`src/hw/wdrc_pkg.sv`:
```
// Package of offsets, field positions, reset values and timing counts for the watchdog block
// ============================================================
// How it works
// - Power-up condition sets the power-on flag
// - Only a software write clears the power-on flag
// - Time-out sets interrupt flag when interrupt enabled
// - Time-out sets interrupt flag even when disabled
// - Watchdog reset sets the reset flag until cleared
// - Power-fail and power-on resets clear reset flag
// - Reset enable low leaves reset flag unchanged
// - Reset enable arms watchdog to reset the chip
// - Restart bit reloads counter, then clears itself
// - Time-out interrupt, then reset 512 clocks later
// - External reset loads control register pattern 0x0x0xx0
// - Power-on sets power-on flag, clears reset enable
// - All control bits readable; baud bit freely writable
// - Protected bits writable only in timed-access window
// - Enable register top three bits read one
// - Priority register holds watchdog priority at bit 4
// - One machine cycle is four core clocks
// - Window stays open three machine cycles
package wdrc_pkg;

  // ============================================================
  // Register indices and byte addresses
  localparam logic [7:0] WDRC_KEY_IDX    = 8'hc7;  // Timed-access key register
  localparam logic [7:0] WDRC_CTL_IDX    = 8'hd8;  // Watchdog control register
  localparam logic [7:0] WDRC_IEN_IDX    = 8'he8;  // Extended interrupt enable
  localparam logic [7:0] WDRC_IPR_IDX    = 8'hf8;  // Extended interrupt priority
  localparam logic [9:0] WDRC_KEY_ADDR   = {WDRC_KEY_IDX, 2'b00};
  localparam logic [9:0] WDRC_CTL_ADDR   = {WDRC_CTL_IDX, 2'b00};
  localparam logic [9:0] WDRC_IEN_ADDR   = {WDRC_IEN_IDX, 2'b00};
  localparam logic [9:0] WDRC_IPR_ADDR   = {WDRC_IPR_IDX, 2'b00};

  // ============================================================
  // Control register field positions
  localparam int WDRC_BAUD_BIT  = 7;  // Uart1 baud double
  localparam int WDRC_POR_BIT   = 6;  // Power-on flag
  localparam int WDRC_IFLG_BIT  = 3;  // Watchdog interrupt flag
  localparam int WDRC_RFLG_BIT  = 2;  // Watchdog reset flag
  localparam int WDRC_REN_BIT   = 1;  // Watchdog reset enable
  localparam int WDRC_KICK_BIT  = 0;  // Watchdog restart
  localparam int WDRC_WDI_BIT   = 4;  // Irq enable / priority bit
  localparam int WDRC_EXT_W     = 4;  // External interrupt 2..5 bits

  // ============================================================
  // Reset values
  localparam logic [2:0] WDRC_IEN_TOP   = 3'h7;  // Reserved, read high
  localparam logic [2:0] WDRC_IPR_TOP   = 3'h0;  // Reserved, read low
  localparam logic [4:0] WDRC_IRQ_RST   = 5'h00; // Enables and priorities

  // ============================================================
  // Keys and timing
  localparam logic [7:0] WDRC_KEY_FIRST  = 8'haa;
  localparam logic [7:0] WDRC_KEY_SECOND = 8'h55;
  localparam int         WDRC_MC_CLKS    = 4;
  localparam int         WDRC_WIN_MC     = 3;
  localparam int         WDRC_WIN_CLKS   = WDRC_MC_CLKS * WDRC_WIN_MC;
  localparam int         WDRC_RST_DELAY  = 512;                 // Clocks, time-out to reset
  localparam int         WDRC_TIMEOUT    = 131072;              // Default interval, clocks

endpackage

```
`src/hw/wdrc_key_window.sv`:
```
// Timed-access key sequencer that opens the protected-bit write window
module wdrc_key_window
  import wdrc_pkg::*;
(
  input  wire logic       clk_in,         // Core clock
  input  wire logic       rstn_in,        // Async reset, active low
  input  wire logic       any_wr_in,      // Any accepted register write
  input  wire logic       key_wr_in,      // Accepted write to key register
  input  wire logic [7:0] key_data_in,    // Key write data
  output logic            window_out      // Protected bits writable
);
  typedef enum logic [1:0] {WDRC_KEY_IDLE, WDRC_KEY_ARMED, WDRC_KEY_OPEN} wdrc_key_t;

  wdrc_key_t  state;      // Sequencer state
  logic [3:0] win_cnt;    // Clocks left in window

  // ============================================================
  // Key sequence: AA then 55 as the very next mapped-register write
  always_ff @(posedge clk_in or negedge rstn_in) begin
    if (!rstn_in) begin
      state   <= WDRC_KEY_IDLE;
      win_cnt <= 4'h0;
    end else begin
      case (state)
        WDRC_KEY_IDLE: begin
          if (key_wr_in && key_data_in == WDRC_KEY_FIRST) begin
            state <= WDRC_KEY_ARMED;
          end
        end
        WDRC_KEY_ARMED: begin
          // Any other mapped-register write in between breaks the sequence; a repeated AA keeps it armed
          if (key_wr_in && key_data_in == WDRC_KEY_SECOND) begin
            state   <= WDRC_KEY_OPEN;
            win_cnt <= 4'(WDRC_WIN_CLKS - 1);
          end else if (key_wr_in && key_data_in == WDRC_KEY_FIRST) begin
            state <= WDRC_KEY_ARMED;
          end else if (any_wr_in) begin
            state <= WDRC_KEY_IDLE;
          end
        end
        WDRC_KEY_OPEN: begin
          // Window closes on its own after three machine cycles
          if (win_cnt == 4'h0) begin
            state <= WDRC_KEY_IDLE;
          end else begin
            win_cnt <= win_cnt - 4'h1;
          end
        end
        default: begin
          state <= WDRC_KEY_IDLE;
        end
      endcase
    end
  end

  // Handshake-style level, decoded from state
  assign window_out = (state == WDRC_KEY_OPEN);
endmodule

```
`src/hw/wdrc_timer.sv`:
```
// Watchdog interval counter with time-out and delayed chip-reset pulses
module wdrc_timer
  import wdrc_pkg::*;
#(
  parameter int unsigned TIMEOUT_CLKS = WDRC_TIMEOUT  // Interval in clocks
)
(
  input  wire logic clk_in,       // Core clock
  input  wire logic rstn_in,      // Async reset, active low
  input  wire logic restart_in,   // Return counter to start
  input  wire logic ren_in,       // Reset enable
  output logic      timeout_out,  // One-cycle time-out pulse
  output logic      reset_out     // One-cycle watchdog reset pulse
);
  typedef enum logic {WDRC_T_RUN, WDRC_T_HOLD} wdrc_tstate_t;

  wdrc_tstate_t state;  // Counting interval or reset delay
  logic [31:0]  cnt;    // Shared clock counter

  // ============================================================
  // Interval, then 512-clock hold-off before reset
  always_ff @(posedge clk_in or negedge rstn_in) begin
    if (!rstn_in) begin
      state       <= WDRC_T_RUN;
      cnt         <= 32'h0;
      timeout_out <= 1'b0;
      reset_out   <= 1'b0;
    end else begin
      timeout_out <= 1'b0;
      reset_out   <= 1'b0;
      if (restart_in) begin
        state <= WDRC_T_RUN;
        cnt   <= 32'h0;
      end else begin
        case (state)
          WDRC_T_RUN: begin
            if (cnt == 32'(TIMEOUT_CLKS - 1)) begin
              timeout_out <= 1'b1;
              state       <= WDRC_T_HOLD;
              cnt         <= 32'h0;
            end else begin
              cnt <= cnt + 32'h1;
            end
          end
          WDRC_T_HOLD: begin
            if (cnt == 32'(WDRC_RST_DELAY - 1)) begin
              // Without the enable the interval simply starts over
              reset_out <= ren_in;
              state     <= WDRC_T_RUN;
              cnt       <= 32'h0;
            end else begin
              cnt <= cnt + 32'h1;
            end
          end
          default: begin
            state <= WDRC_T_RUN;
          end
        endcase
      end
    end
  end
endmodule

```
`src/hw/wdrc_top.sv`:
```
// Watchdog control, reset-cause flags and interrupt enable registers behind APB
module wdrc_top
  import wdrc_pkg::*;
#(
  parameter int unsigned TIMEOUT_CLKS = wdrc_pkg::WDRC_TIMEOUT  // Watchdog interval
)
(
  input  wire logic        clk_in,                     // Core clock, 100 MHz
  input  wire logic        rstn_in,                    // Power-on reset, active low
  input  wire logic        psel_in,                    // APB select
  input  wire logic        penable_in,                 // APB enable
  input  wire logic        pwrite_in,                  // APB direction
  input  wire logic [9:0]  paddr_in,                   // APB byte address
  input  wire logic [31:0] pwdata_in,                  // APB write data
  output logic [31:0]      prdata_out,                 // APB read data
  output logic             pready_out,                 // APB ready
  output logic             pslverr_out,                // APB error
  input  wire logic        power_up_in,                // Power-up condition pin
  input  wire logic        power_fail_in,              // Power-fail reset pin
  input  wire logic        ext_reset_in,               // External reset pin
  output logic             watchdog_irq_out,           // Watchdog interrupt request
  output logic             watchdog_irq_priority_out,  // Its priority
  output logic [3:0]       ext_irq_enable_out,         // External 2..5 enables
  output logic [3:0]       ext_irq_priority_out,       // External 2..5 priorities
  output logic             uart1_baud_double_out,      // Uart1 baud doubling
  output logic             chip_reset_out              // Watchdog chip reset pulse
);
  import wdrc_pkg::*;

  // ============================================================
  // Pin synchronisers and edge detection
  logic [2:0] pin_raw;    // Raw pin levels
  logic [2:0] pin_meta;   // First stage, read only by second
  logic [2:0] pin_sync;   // Second stage
  logic [2:0] pin_prev;   // Delayed copy for edges
  logic [2:0] pin_rise;   // One-cycle rising edge

  assign pin_raw = {ext_reset_in, power_fail_in, power_up_in};

  genvar gi;
  generate
    for (gi = 0; gi < 3; gi++) begin : g_sync
      // Two flops before any logic reads the pin
      always_ff @(posedge clk_in or negedge rstn_in) begin
        if (!rstn_in) begin
          pin_meta[gi] <= 1'b0;
          pin_sync[gi] <= 1'b0;
          pin_prev[gi] <= 1'b0;
        end else begin
          pin_meta[gi] <= pin_raw[gi];
          pin_sync[gi] <= pin_meta[gi];
          pin_prev[gi] <= pin_sync[gi];
        end
      end
      assign pin_rise[gi] = pin_sync[gi] & ~pin_prev[gi];
    end
  endgenerate

  logic power_up_evt;    // Power-on event
  logic power_fail_evt;  // Power-fail reset event
  logic ext_reset_evt;   // External reset event
  logic wdt_reset_evt;   // Watchdog reset from timer
  logic timeout_evt;     // Watchdog interval elapsed
  logic any_reset_evt;   // Any reset that reloads control

  assign power_up_evt   = pin_rise[0];
  assign power_fail_evt = pin_rise[1];
  assign ext_reset_evt  = pin_rise[2];
  // Every reset applies the external-reset pattern first
  assign any_reset_evt  = power_up_evt | power_fail_evt | ext_reset_evt | wdt_reset_evt;

  // ============================================================
  // APB decode
  logic       setup_ph;     // Setup cycle
  logic       wr_acc;       // Write taking effect this edge
  logic       hit_key;      // Address is key register
  logic       hit_ctl;      // Address is control register
  logic       hit_ien;      // Address is enable register
  logic       hit_ipr;      // Address is priority register
  logic       hit_any;      // Address mapped
  logic [7:0] wdata;        // Low byte of write data
  logic       window_open;  // Protected bits writable

  // Zero wait states: every access ends at its first access edge
  assign pready_out = 1'b1;
  assign setup_ph   = psel_in & ~penable_in;
  assign wr_acc     = psel_in & penable_in & pwrite_in;
  assign hit_key    = (paddr_in == WDRC_KEY_ADDR);
  assign hit_ctl    = (paddr_in == WDRC_CTL_ADDR);
  assign hit_ien    = (paddr_in == WDRC_IEN_ADDR);
  assign hit_ipr    = (paddr_in == WDRC_IPR_ADDR);
  assign hit_any    = hit_key | hit_ctl | hit_ien | hit_ipr;
  assign wdata      = pwdata_in[7:0];

  logic wr_ctl;     // Accepted control write
  logic wr_prot;    // Accepted protected-bit write
  assign wr_ctl   = wr_acc & hit_ctl;
  assign wr_prot  = wr_ctl & window_open;

  // ============================================================
  // Timed-access key window
  wdrc_key_window u_key (
    .clk_in      (clk_in),
    .rstn_in     (rstn_in),
    .any_wr_in   (wr_acc & hit_any),
    .key_wr_in   (wr_acc & hit_key),
    .key_data_in (wdata),
    .window_out  (window_open)
  );

  // ============================================================
  // Control register bits
  logic baud_dbl;   // Uart1 baud double
  logic por_flag;   // Power-on flag
  logic irq_flag;   // Watchdog interrupt flag
  logic rst_flag;   // Watchdog reset flag
  logic rst_en;     // Watchdog reset enable
  logic restart;    // Restart bit, self-clearing

  // Baud doubling: ordinary write, cleared by any reset
  always_ff @(posedge clk_in or negedge rstn_in) begin
    if (!rstn_in) begin
      baud_dbl <= 1'b0;
    end else if (any_reset_evt) begin
      baud_dbl <= 1'b0;
    end else if (wr_ctl) begin
      baud_dbl <= wdata[WDRC_BAUD_BIT];
    end
  end

  // Power-on flag: hardware sets, only software clears
  always_ff @(posedge clk_in or negedge rstn_in) begin
    if (!rstn_in) begin
      por_flag <= 1'b1;
    end else if (power_up_evt) begin
      // Set wins over a write in the same cycle
      por_flag <= 1'b1;
    end else if (wr_prot) begin
      por_flag <= wdata[WDRC_POR_BIT];
    end
  end

  // Interrupt flag: set on time-out whatever the enable
  always_ff @(posedge clk_in or negedge rstn_in) begin
    if (!rstn_in) begin
      irq_flag <= 1'b0;
    end else if (timeout_evt) begin
      // A clear landing on the time-out edge loses
      irq_flag <= 1'b1;
    end else if (any_reset_evt) begin
      irq_flag <= 1'b0;
    end else if (wr_prot) begin
      irq_flag <= wdata[WDRC_IFLG_BIT];
    end
  end

  // Reset flag: cause of last reset, kept across external reset
  always_ff @(posedge clk_in or negedge rstn_in) begin
    if (!rstn_in) begin
      rst_flag <= 1'b0;
    end else if (wdt_reset_evt) begin
      // Only issued while reset enable is high
      rst_flag <= 1'b1;
    end else if (power_up_evt || power_fail_evt) begin
      rst_flag <= 1'b0;
    end else if (wr_ctl) begin
      rst_flag <= wdata[WDRC_RFLG_BIT];
    end
  end

  // Reset enable: cleared by power-on or a timed-access write
  always_ff @(posedge clk_in or negedge rstn_in) begin
    if (!rstn_in) begin
      rst_en <= 1'b0;
    end else if (power_up_evt) begin
      rst_en <= 1'b0;
    end else if (wr_prot) begin
      rst_en <= wdata[WDRC_REN_BIT];
    end
  end

  // Restart bit: reads one for a single cycle after a timed-access write of one
  always_ff @(posedge clk_in or negedge rstn_in) begin
    if (!rstn_in) begin
      restart <= 1'b0;
    end else if (wr_prot && !any_reset_evt) begin
      restart <= wdata[WDRC_KICK_BIT];
    end else begin
      restart <= 1'b0;
    end
  end

  // ============================================================
  // Watchdog counter
  logic timer_restart;  // Counter back to start
  // Restart on software request and on every reset
  assign timer_restart = restart | any_reset_evt;

  wdrc_timer #(
    .TIMEOUT_CLKS (TIMEOUT_CLKS)
  ) u_timer (
    .clk_in      (clk_in),
    .rstn_in     (rstn_in),
    .restart_in  (timer_restart),
    .ren_in      (rst_en),
    .timeout_out (timeout_evt),
    .reset_out   (wdt_reset_evt)
  );

  // ============================================================
  // Extended interrupt enable and priority
  logic       wdi_en;     // Watchdog interrupt enable
  logic [3:0] ext_en;     // External 2..5 enables
  logic       wdi_pri;    // Watchdog priority, 1 high
  logic [3:0] ext_pri;    // External 2..5 priorities

  // Enable register: low five bits writable, cleared by resets
  always_ff @(posedge clk_in or negedge rstn_in) begin
    if (!rstn_in) begin
      {wdi_en, ext_en} <= WDRC_IRQ_RST;
    end else if (any_reset_evt) begin
      {wdi_en, ext_en} <= WDRC_IRQ_RST;
    end else if (wr_acc && hit_ien) begin
      {wdi_en, ext_en} <= wdata[WDRC_WDI_BIT:0];
    end
  end

  // Priority register: bit 4 watchdog, 0 low 1 high
  always_ff @(posedge clk_in or negedge rstn_in) begin
    if (!rstn_in) begin
      {wdi_pri, ext_pri} <= WDRC_IRQ_RST;
    end else if (any_reset_evt) begin
      {wdi_pri, ext_pri} <= WDRC_IRQ_RST;
    end else if (wr_acc && hit_ipr) begin
      {wdi_pri, ext_pri} <= wdata[WDRC_WDI_BIT:0];
    end
  end

  // ============================================================
  // Read data, registered in the setup cycle
  logic [7:0] rd_byte;   // Selected register image

  // All control bits readable; reserved bits per register
  always_comb begin
    rd_byte = 8'h00;
    if (hit_ctl) begin
      rd_byte[WDRC_BAUD_BIT] = baud_dbl;
      rd_byte[WDRC_POR_BIT]  = por_flag;
      rd_byte[WDRC_IFLG_BIT] = irq_flag;
      rd_byte[WDRC_RFLG_BIT] = rst_flag;
      rd_byte[WDRC_REN_BIT]  = rst_en;
      rd_byte[WDRC_KICK_BIT] = restart;
    end else if (hit_ien) begin
      rd_byte = {WDRC_IEN_TOP, wdi_en, ext_en};
    end else if (hit_ipr) begin
      rd_byte = {WDRC_IPR_TOP, wdi_pri, ext_pri};
    end
  end

  // Capturing in setup keeps data and error on flops
  always_ff @(posedge clk_in or negedge rstn_in) begin
    if (!rstn_in) begin
      prdata_out  <= 32'h0;
      pslverr_out <= 1'b0;
    end else if (setup_ph) begin
      prdata_out  <= pwrite_in ? 32'h0 : {24'h0, rd_byte};
      pslverr_out <= ~hit_any;
    end else if (!psel_in) begin
      pslverr_out <= 1'b0;
    end
  end

  // ============================================================
  // Outputs toward the core
  // Request gated by the enable; the flag itself is not
  assign watchdog_irq_out          = irq_flag & wdi_en;
  assign watchdog_irq_priority_out = wdi_pri;
  assign ext_irq_enable_out        = ext_en;
  assign ext_irq_priority_out      = ext_pri;
  assign uart1_baud_double_out     = baud_dbl;
  assign chip_reset_out            = wdt_reset_evt;
endmodule

```
`config.mk`:
```
export PLATFORM = sky130hd
export DESIGN_NAME = wdrc_top
export DESIGN_NICKNAME = d
export VERILOG_FILES = /design/src/hw/wdrc_pkg.sv /design/src/hw/wdrc_key_window.sv /design/src/hw/wdrc_timer.sv /design/src/hw/wdrc_top.sv
export SDC_FILE = /design/constraint.sdc
export NUM_CORES = 1
export LEC_CHECK = 0
export BUFFER_PORTS_ARGS = -buffer_cell sky130_fd_sc_hd__buf_2
export CAP_MARGIN = 20
export CORE_MARGIN = 2
export CORE_UTILIZATION = 58
export CTS_CLUSTER_DIAMETER = 60
export DETAILED_ROUTE_END_ITERATION = 6
export PLACE_DENSITY = 0.95
export SYNTH_ARGS = -nofsm -noshare
export SYNTH_HDL_FRONTEND = slang
export SYNTH_SLANG_ARGS = --single-unit
```
`constraint.sdc`:
```
create_clock -name clk_in -period 2.8 [get_ports clk_in]
set_input_delay 0.84 -clock clk_in [delete_from_list [all_inputs] [get_ports clk_in]]
set_output_delay 0.84 -clock clk_in [all_outputs]
set_load 0.02 [all_outputs]
```
; Word level (Yosys, flattened, before mapping)
; Cells that the tools add are included.
[totals]
output_inout_bits = 46
word_cells = 138
input_bits = 50
ff_bits = 99
[op_classes]
add_sub_neg = 2
reduce_logical = 18
n_eq_ne = 16
bitwise_logic = 24
muxes = 51
[op_table]
columns = op, count
row1 = $mux W32, 3
row2 = $pmux W32 S2, 1
row3 = $eq A10 B10 Y1 const B, 4
row4 = $add A32 B1 Y32 const B, 1
row5 = $eq A32 B17 Y1 const B, 1
row6 = $eq A32 B9 Y1 const B, 1
row7 = $mux W4, 7
row8 = $mux W1, 27
row9 = $mux W8, 2
row10 = $mux W2, 7
row11 = $and A1 B1 Y1, 11
row12 = $reduce_bool A2 Y1, 5
row13 = $eq A8 B7 Y1 const B, 1
row14 = $eq A8 B8 Y1 const B, 1
row15 = $ne A2 B1 Y1 const B, 4
row16 = $pmux W4 S2, 1
row17 = $or A1 B1 Y1, 7
row18 = $not A1 Y1, 6
row19 = $pmux W2 S3, 1
row20 = $reduce_and A3 Y1, 2
row21 = $reduce_bool A3 Y1, 2
row22 = $logic_and A1 B1 Y1, 5
row23 = $mux W5, 1
row24 = $logic_not A4 Y1, 1
row25 = other kinds (9), 9

; Longest topological paths before layout
; Gate-level depths: netlist of the first run.
[depth]
depth_word = 9
ltp_mapped = 8
mapped_depth_nobuf = 7

; Cells and area by module
; Synthesis of the first run repeated with hierarchy kept, for this count alone.
[unflattened]
hier_cells = 408
hier_area_um2 = 4107.7
[modules_own_cells]
columns = mod, cells_each, instances, seq_area_each_um2, area_per_inst_um2
row1 = wdrc_timer, 203, 1, 875.8, 1929.4
row2 = wdrc_top, 153, 1, 852.1, 1700.4
row3 = wdrc_key_window, 52, 1, 150.1, 478.0

; Worst setup path after synthesis of the first run
; Ideal clock, no wire load.
[synth_timing]
path_kind = input port to flip-flop
start = input paddr_in[6]
end = register u_key.win_cnt[2]
arrival_ns = 2.087
path_stages = 6
required_ns = 2.734
path_buffers = 1
setup_time_ns = 0.066
slack_ns = 0.647
cell_sequence = buf_2 nor2_1 nand2_1 o31ai_2 and2_1 a41o_1
[synth_via]
elab_chain_len = 5
[synth_lines]
columns = element, line
row1 = "start, declared", wdrc_top.sv:13  ; input wire logic [9:0] paddr_in,
row2 = $eq A10 B10 Y1, wdrc_top.sv:88  ; assign hit_key = (paddr_in == WDRC_KEY_ADDR);
row3 = $and A1 B1 Y1, wdrc_top.sv:106  ; .key_wr_in (wr_acc & hit_key),
row4 = $logic_and A1 B1 Y1, wdrc_key_window.sv:32  ; if (key_wr_in && key_data_in == WDRC_KEY_SECOND) begin
row5 = $ne A2 B1 Y1 (no source line), -
row6 = $reduce_and A3 Y1 (no source line), -
row7 = "end signal, assigned", wdrc_key_window.sv:34  ; win_cnt <= 4'(WDRC_WIN_CLKS - 1);
row8 = "end signal, assigned", wdrc_key_window.sv:46  ; win_cnt <= win_cnt - 4'h1;
row9 = "end, declared", wdrc_key_window.sv:15  ; logic [3:0] win_cnt;
; Every way passes these cells.
; A chain may end at the register's enable or synchronous reset.

; Worst setup path after layout of the first run
[layout_timing]
start = input paddr_in[4]
end = register por_flag
[layout_via]
elab_chain_len = 4
[layout_lines]
columns = element, line
row1 = $eq A10 B10 Y1, wdrc_top.sv:89  ; assign hit_ctl = (paddr_in == WDRC_CTL_ADDR);
row2 = $and A1 B1 Y1, wdrc_top.sv:97  ; assign wr_ctl = wr_acc & hit_ctl;
row3 = $and A1 B1 Y1, wdrc_top.sv:98  ; assign wr_prot = wr_ctl & window_open;
row4 = $reduce_bool A2 Y1 (no source line), -
row5 = "end signal, assigned", wdrc_top.sv:139  ; por_flag <= wdata[WDRC_POR_BIT];
row6 = "end, declared", wdrc_top.sv:114  ; logic por_flag;
; Every way passes these cells.

==> results of run 1 <==
## final timing paths
path / slack [ns] / from / cells after the start / end
worst min-delay path: 0.35 / pin_meta[1] / 0 / pin_sync[1]
worst min register to register: 0.35 / pin_meta[1] / 0 / pin_sync[1]
worst max-delay path: 0.68 / paddr_in[4] / 5 / por_flag
max in group asynchronous: 1.61 / rstn_in / 2 / u_timer.cnt[27]
worst max register to register: 0.79 / u_timer.cnt[0] / 7 / u_timer.cnt[10]
min in group asynchronous: 0.51 / rstn_in / 1 / u_key.win_cnt[3]
## where the power goes
part,switching [W],internal [W],leakage (nW)
logic,0.000174,0.000103,1.00
clock network,0.000439,0.000445,0.103
registers,0.0000127,0.00110,1.00
## stage by stage
step | utilization, % | total power (W) | setup WS (ns) | instance area, um^2 | std cells
floorplan | - | 0.001348 | 0.6472 | 3986 | 406
global placement | 64.35 | 0.001392 | 0.4017 | 4133 | 499
detailed placement | 64.35 | 0.001408 | 0.3349 | 4133 | 499
CTS | 67.62 | 0.002282 | 0.6964 | 4343 | 515
global route | 67.62 | 0.002359 | 0.5359 | 4343 | 515
finish | 67.62 | 0.002275 | 0.6807 | 4343 | 515
## layout make-up
cell class                      instances  area [um^2]
Clock buffer                           10        137.6
Clock inverter                          6        72.57
Fill cell                             473         2079
Inverter                               11        41.29
Multi-Input combinational cell        283         1809
Sequential cell                        75         1878
Tap cell                               77        96.34
Timing Repair Buffer                   53        307.8
## registers in the layout, summed over array words and instances, names as in the netlist, 2 cells and up
register / cells
u_key.state: 2
ext_irq_enable_out: 4
u_timer.cnt: 32
ext_irq_priority_out: 4
u_key.win_cnt: 4
pin_sync: 3
pin_meta: 3
prdata_out: 8
pin_prev: 3
## Yosys cell counts, types with 6 or more instances
cell,instances,area (um^2)
a22o_1,6,52.55
buf_4,26,195.2
dfrtp_1,74,1852
inv_1,11,41.29
mux2i_1,20,200.2
nand2_1,25,93.84
nand3_1,17,85.08
nand4_1,15,93.84
nor2_1,51,191.4
nor2_2,8,50.05
nor3_1,8,40.04
nor4_1,6,37.54
xnor2_1,8,70.07
xor2_1,21,183.9
## logic make-up after synthesis
family | share of synthesized area (%)
simple gates | 23.96
flops | 48.16
buf+inv | 7.667
compound gates | 6.481
xor+xnor | 6.513
mux | 5.422
fa+ha+maj | 1.604
other cells | 0.1926
## critical path, stage by stage
cell     delay, ns
buf_2         0.11
nor4b_2       0.38
and4b_1       0.43
nand3_1       0.28
a211o_1       0.36
## routing by layer
layer | track usage [%] | vias up | wire length [um]
met4 | 10.25 | 0 | 192
met1 | 28.03 | 1481 | 3350
li1 | - | 1379 | -
met3 | 5.967 | 22 | 496
met5 | 0 | - | 0
met2 | 38.69 | 101 | 4221
## cells in the final DEF (no fill, tap or decap), types with 8 or more instances in the layout
| cell | n |
|---|---|
| xnor2_1 | 8 |
| conb_1 | 25 |
| nand4_1 | 15 |
| buf_2 | 46 |
| xor2_1 | 21 |
| nor2_2 | 8 |
| nand3_1 | 17 |
| nand2_1 | 25 |
| inv_1 | 11 |
| nor2_1 | 51 |
| dfrtp_1 | 74 |
| nor3_1 | 8 |
| mux2i_1 | 20 |
| clkbuf_8 | 10 |
==> impl_summary.log, run 1 <==
[metrics] class of the worst hold path: flip-flop to flip-flop
[metrics] total half-perimeter wirelength after legalization and detailed placement: 5802 um
[metrics] portion of the clock cycle consumed by the worst path in the final layout: 75.69%
[metrics] Rows: 29
[metrics] count of flip-flops with a built-in enable after synthesis: 0
[metrics] run status: finished clean
[metrics] distinct cell type count after synthesis: 49
[metrics] Post-layout nets: 488
[metrics] async set-or-reset flop fraction in the synthesized netlist: 100.0%
[metrics] buffer depth of the longest clock path: 2
[metrics] Worst setup EP type: flip-flop
[metrics] residual DRC count: 0
[metrics] Synth Instances: 383
[metrics] Avg WL per Cell: 16.04 um
[metrics] Tightest Pin Transition: 0.7115 ns
[metrics] number of buffers inserted to repair setup after CTS: 0
[metrics] count of buffers inserted at the top-level ports: 46
[metrics] slew margin rel.: 52.13%
[metrics] DR vias: 2,983
[metrics] Post-Syn Area: 0.003900 mm^2
[metrics] maximum resistive drop on vdd: 0.0002671 V
[metrics] dominant synthesized flop cell: dfrtp_1
[metrics] final number of max-transition violations: 0
[metrics] TNS Setup: 0 ns
[metrics] Req. time, crit path: 3.09 ns
[metrics] leakage power: 2.110 nW
[metrics] number of gates resized after CTS: 0
[metrics] share of final-layout standard cells stronger than drive strength 1: 20.55%
[metrics] clock buffers created by TritonCTS: 9
[metrics] power per cell area: 523.7 mW/mm^2
[metrics] # Max-Cap Violations: 0
[metrics] global-route congestion overflow total: 0
[metrics] timing-limited maximum frequency: 471.8 MHz
[metrics] Root Buffer Master: clkbuf_8
[metrics] number of global-route vias before repair: 2,864
[metrics] 1st-iter DRT viols: 193
[metrics] Antenna Cells: 0
[metrics] iteration count of the initial detailed-routing pass: 4
[metrics] Hold Fails Final Rpt: 0
[metrics] total routing resource utilization after global routing: 23.07%
[metrics] post-route worst hold slack: 0.3450 ns
[metrics] Placer Congestion: 0.8259
[metrics] maximum fanout along the worst path: 7
[metrics] I/O pins: 96
[metrics] number of routed nets with antenna violations: 0
[metrics] sequential-to-total area share from yosys stat: 48.16%
[metrics] placeable core region: 0.006422 mm^2
[metrics] Initial Utilization: 60.72%
[metrics] clock skew: 0.01017 ns
[metrics] TritonCTS clock tree: built
[metrics] H-tree lvl count: 3
[metrics] height of the chip: 86 um
[metrics] number of synthesized register bits: 75
[metrics] maximum number of pins on one net before global-route repair: 48
[metrics] count of clock tree sinks: 75
[metrics] time the worst path needs with I/O delays and setup: 2.119 ns
[metrics] Critical Path Source Type: input port
[metrics] number of setup violations in the final report: 0
[metrics] hold_buf cts: 0
[metrics] area growth from synthesis to layout: 11.36%
[metrics] die span in x: 86 um
[metrics] source-to-sink clock delay at the later pin of the worst-skew pair: 0.36 ns
[metrics] Synthesis Warnings: 0
[metrics] total routed wirelength: 8261 um
[metrics] unrepaired setup endpoints after global routing: no
[metrics] mean instance size in the synthesized netlist: 10.18 um^2
[metrics] Arr. time, crit path: 2.41 ns
[metrics] clock-pin slew reported for the worst setup and hold paths after clock tree synthesis: 0.08 ns
[metrics] overall die area: 0.007396 mm^2
[metrics] global-route wire length before repair: 13,300 um
[metrics] antenna violations before repair: 0
[metrics] detail-routed via count per cell: 5.792
[metrics] kind of critical path: input port to flip-flop
Power figures use the tool's default switching activity.
==> inputs of run 2 (changes only) <==
--- a/config.mk
+++ b/config.mk
@@ -5,13 +5,14 @@
 export SDC_FILE = /design/constraint.sdc
 export NUM_CORES = 1
 export LEC_CHECK = 0
+export ABC_AREA = 1
 export BUFFER_PORTS_ARGS = -buffer_cell sky130_fd_sc_hd__buf_2
 export CAP_MARGIN = 20
 export CORE_MARGIN = 2
-export CORE_UTILIZATION = 58
+export CORE_UTILIZATION = 50
 export CTS_CLUSTER_DIAMETER = 60
 export DETAILED_ROUTE_END_ITERATION = 6
-export PLACE_DENSITY = 0.95
+export PLACE_DENSITY = 0.86
 export SYNTH_ARGS = -nofsm -noshare
 export SYNTH_HDL_FRONTEND = slang
 export SYNTH_SLANG_ARGS = --single-unit
==> constraint.sdc (replaced) <==
create_clock -name clk_in -period 1.89 [get_ports clk_in]
set_input_delay 0.567 -clock clk_in [delete_from_list [all_inputs] [get_ports clk_in]]
set_output_delay 0.567 -clock clk_in [all_outputs]
set_load 0.02 [all_outputs]
==> run 2 against run 1 <==
Against the previous run:
- register-to-register slack got worse by 0.67 ns
- hold slack got worse by 0.26 ns
- utilization decreased by 8.6 points
- final cell count increased by 45%
- flip-flop and latch count unchanged
- sequential power increased by 55%
- count of clock-buffer cells in the layout unchanged
- design area increased by 18%
- critical endpoint is now u_timer.cnt[7]
- largest power group unchanged
==> impl_summary.log, run 2 <==
[metrics] register name with the most flops: u_timer.cnt
[metrics] Post-layout nets: 689
[metrics] class of the worst hold path: input port to asynchronous set/reset pin
[metrics] number of setup violations in the final report: 0
[metrics] maximum resistive drop on vdd: 0.0004999 V
[metrics] Hold Fails Final Rpt: 0
[metrics] simple-gate area share of the yosys netlist: 35.60%
[metrics] mean instance size in the synthesized netlist: 7.943 um^2
[metrics] count of buffers inserted at the top-level ports: 46
[metrics] placement-stage worst setup slack: -0.004578 ns
[metrics] Worst setup EP type: flip-flop
[metrics] cells taking the most area after synthesis: dfrtp_1 41%, nand2_1 9.2%, inv_1 5.6%
[metrics] final number of max-transition violations: 0
[metrics] Post-Syn Area: 0.004496 mm^2
[metrics] number of routed nets with antenna violations: 0
[metrics] unrepaired setup endpoints after global routing: no
[metrics] async set-or-reset flop fraction in the synthesized netlist: 100.0%
[metrics] flip-flop count of the largest register, all copies and words added: 32
[metrics] number of global-route vias before repair: 3,885
[metrics] largest family of logic cells by synthesized area: simple AND/OR/NAND/NOR gates
[metrics] delay of the slowest cell on the worst path: 0.37 ns
[metrics] Antenna Cells: 0
[metrics] leakage power: 2.509 nW
[metrics] Worst path slowest cell: dfrtp_1
[metrics] Arr. time, crit path: 2.01 ns
[metrics] run status: finished clean
[metrics] commonest cells after routing, fill and taps aside: 110 x nand2_1, 74 x dfrtp_1, 67 x inv_1, 67 x nor2_1, 46 x buf_2
[metrics] Synth Instances: 566
[metrics] area growth from synthesis to layout: 14.44%
[metrics] die span in x: 98.82 um
[metrics] multiplexer share of the synthesized area: 0%
[metrics] iteration count of the initial detailed-routing pass: 6
[metrics] final design utilization: 59.00%
[metrics] Placer Congestion: 0.9771
[metrics] maximum fanout along the worst path: 10
[metrics] worst path setup slack after routing: 0.1168 ns
[metrics] residual DRC count: 0
[metrics] most frequent cells after synthesis: 110 x nand2_1, 74 x dfrtp_1, 67 x inv_1, 67 x nor2_1, 38 x nand3_1
[metrics] count of flip-flops with a built-in enable after synthesis: 0
[metrics] DR vias: 3,887
[metrics] hold_buf cts: 0
[metrics] proportion of netlist area held by the largest area contributor: 41.19%
[metrics] 1st-iter DRT viols: 247
[metrics] number of synthesized register bits: 75
[metrics] Req. time, crit path: 2.13 ns
[metrics] TritonCTS clock tree: built
[metrics] source-to-sink clock delay at the later pin of the worst-skew pair: 0.37 ns
[metrics] Post-Synth Adder-Cell Area: 1.392%
[metrics] TNS Setup: 0 ns
[metrics] cell-by-cell trace of the critical path: ha_2 > nand3_4 > nor2_8 > nand2_4 > clkinv_2 > nand2_1 > nor2_2 > nor2_4 > nand2_4 > nor2_2
[metrics] most common cell in the synthesized netlist: nand2_1
[metrics] power per cell area: 769.3 mW/mm^2
[metrics] antenna violations before repair: 0
[metrics] synthesized-area fraction occupied by ao, oa, aoi and oai cells: 5.511%
[metrics] filler cell count: 755
[metrics] largest registers: u_timer.cnt (32), prdata_out (8)
[metrics] Critical Path Source Type: flip-flop
[metrics] clock-pin slew reported for the worst setup and hold paths after clock tree synthesis: 0.09 ns
[metrics] placeable core region: 0.008721 mm^2
[metrics] portion of the clock cycle consumed by the worst path in the final layout: 93.82%
[metrics] dominant synthesized flop cell: dfrtp_1
[metrics] clock skew: 0.01811 ns
[metrics] count of clock tree sinks: 75
[metrics] detail-routed via count per cell: 5.203
[metrics] kind of critical path: flip-flop to flip-flop
[metrics] overall die area: 0.009765 mm^2
[metrics] Root Buffer Master: clkbuf_8
[metrics] buffer depth of the longest clock path: 2
[metrics] share of final-layout standard cells stronger than drive strength 1: 21.75%
[metrics] total routed wirelength: 10,110 um
[metrics] # Max-Cap Violations: 0
[metrics] I/O pins: 96
[metrics] cell type with the highest aggregate area in the netlist: dfrtp_1
[metrics] Rows: 34
[metrics] number of gates resized after CTS: 0
[metrics] clock buffers created by TritonCTS: 9
[metrics] height of the chip: 98.82 um
[metrics] area share of xor/xnor cells in the synthesized design: 4.481%
[metrics] number of buffers inserted to repair setup after CTS: 0
[metrics] distinct cell type count after synthesis: 47
[metrics] Synthesis Warnings: 0
[metrics] time the worst path needs with I/O delays and setup: 1.773 ns
[metrics] Initial Utilization: 51.55%
[metrics] internal reg-to-reg setup slack: 0.12 ns
[metrics] post-route worst hold slack: 0.08628 ns
[metrics] global-route congestion overflow total: 0
[metrics] total half-perimeter wirelength after legalization and detailed placement: 7739 um
[metrics] maximum number of pins on one net before global-route repair: 34
[metrics] Avg WL per Cell: 13.54 um
[metrics] H-tree lvl count: 3
[metrics] sequential-to-total area share from yosys stat: 41.78%
[metrics] global-route wire length before repair: 17,080 um
[metrics] leading cell type in the layout, fill and taps excluded: nand2_1
[metrics] total routing resource utilization after global routing: 21.52%
[metrics] timing-limited maximum frequency: 564.0 MHz
[run 2: worst max-delay path: cells and delay by family, from the launching register on]
family | cells | cell delay (ns)
buffers and inverters | 1 | 0.10
and+or+nand+nor | 8 | 0.93
adders and majority gates | 1 | 0.24
DFF | 1 | 0.37
[run 2: cell families (layout without fill, tap and decap cells)]
group	after synthesis	in the layout
compound gates	42	42
flops	75	75
simple gates	316	316
xor+xnor	23	23
other cells	2	25
fa+ha+maj	5	5
buf+inv	103	153
[run 2: worst paths after layout]
kind | cells past startpoint | startpoint | to
max | 10 | u_timer.cnt[0] | u_timer.cnt[7]
min | 1 | rstn_in | prdata_out[5]
max reg2reg | 10 | u_timer.cnt[0] | u_timer.cnt[7]
min reg2reg | 0 | pin_meta[0] | pin_sync[0]
max in group asynchronous | 2 | rstn_in | por_flag
min in group clk_in | 1 | ext_reset_in | pin_meta[2]
[run 2: per-stage QoR]
stage                     instances  power [W]  cell area (um^2)
final                           747   0.003958              5145
after global routing            747   0.004133              5145
after CTS                       747   0.003968              5142
after detailed placement        731   0.002348              4877
after global placement          731   0.002303              4877
after floorplan                 589   0.002191              4582
[run 2: per-layer routing]
layer  vias up  global-route usage (%)  wire (um)
li1       1903                       -          -
met1      1795                   25.55       4189
met2       156                   37.16       5037
met3        33                   5.674        618
met4         0                   8.535        267
met5         -                       0          0
[run 2: layout make-up]
| type | count | area [um^2] | area share, % |
|---|---|---|---|
| clock buffers | 10 | 127.6 | 2.481 |
| clock inverters | 6 | 137.6 | 2.675 |
| inverters | 75 | 282.8 | 5.496 |
| multi-input cells | 411 | 2208 | 42.92 |
| flip-flops and latches | 75 | 1878 | 36.50 |
| well taps | 108 | 135.1 | 2.626 |
| repair buffers | 62 | 375.4 | 7.296 |
[run 2: power breakdown]
part / internal [W] / switching [W] / leakage, nW
Sequential: 0.00168 / 0.0000391 / 1.01
Combinational: 0.000190 / 0.000412 / 1.37
Clock: 0.00102 / 0.000624 / 0.131
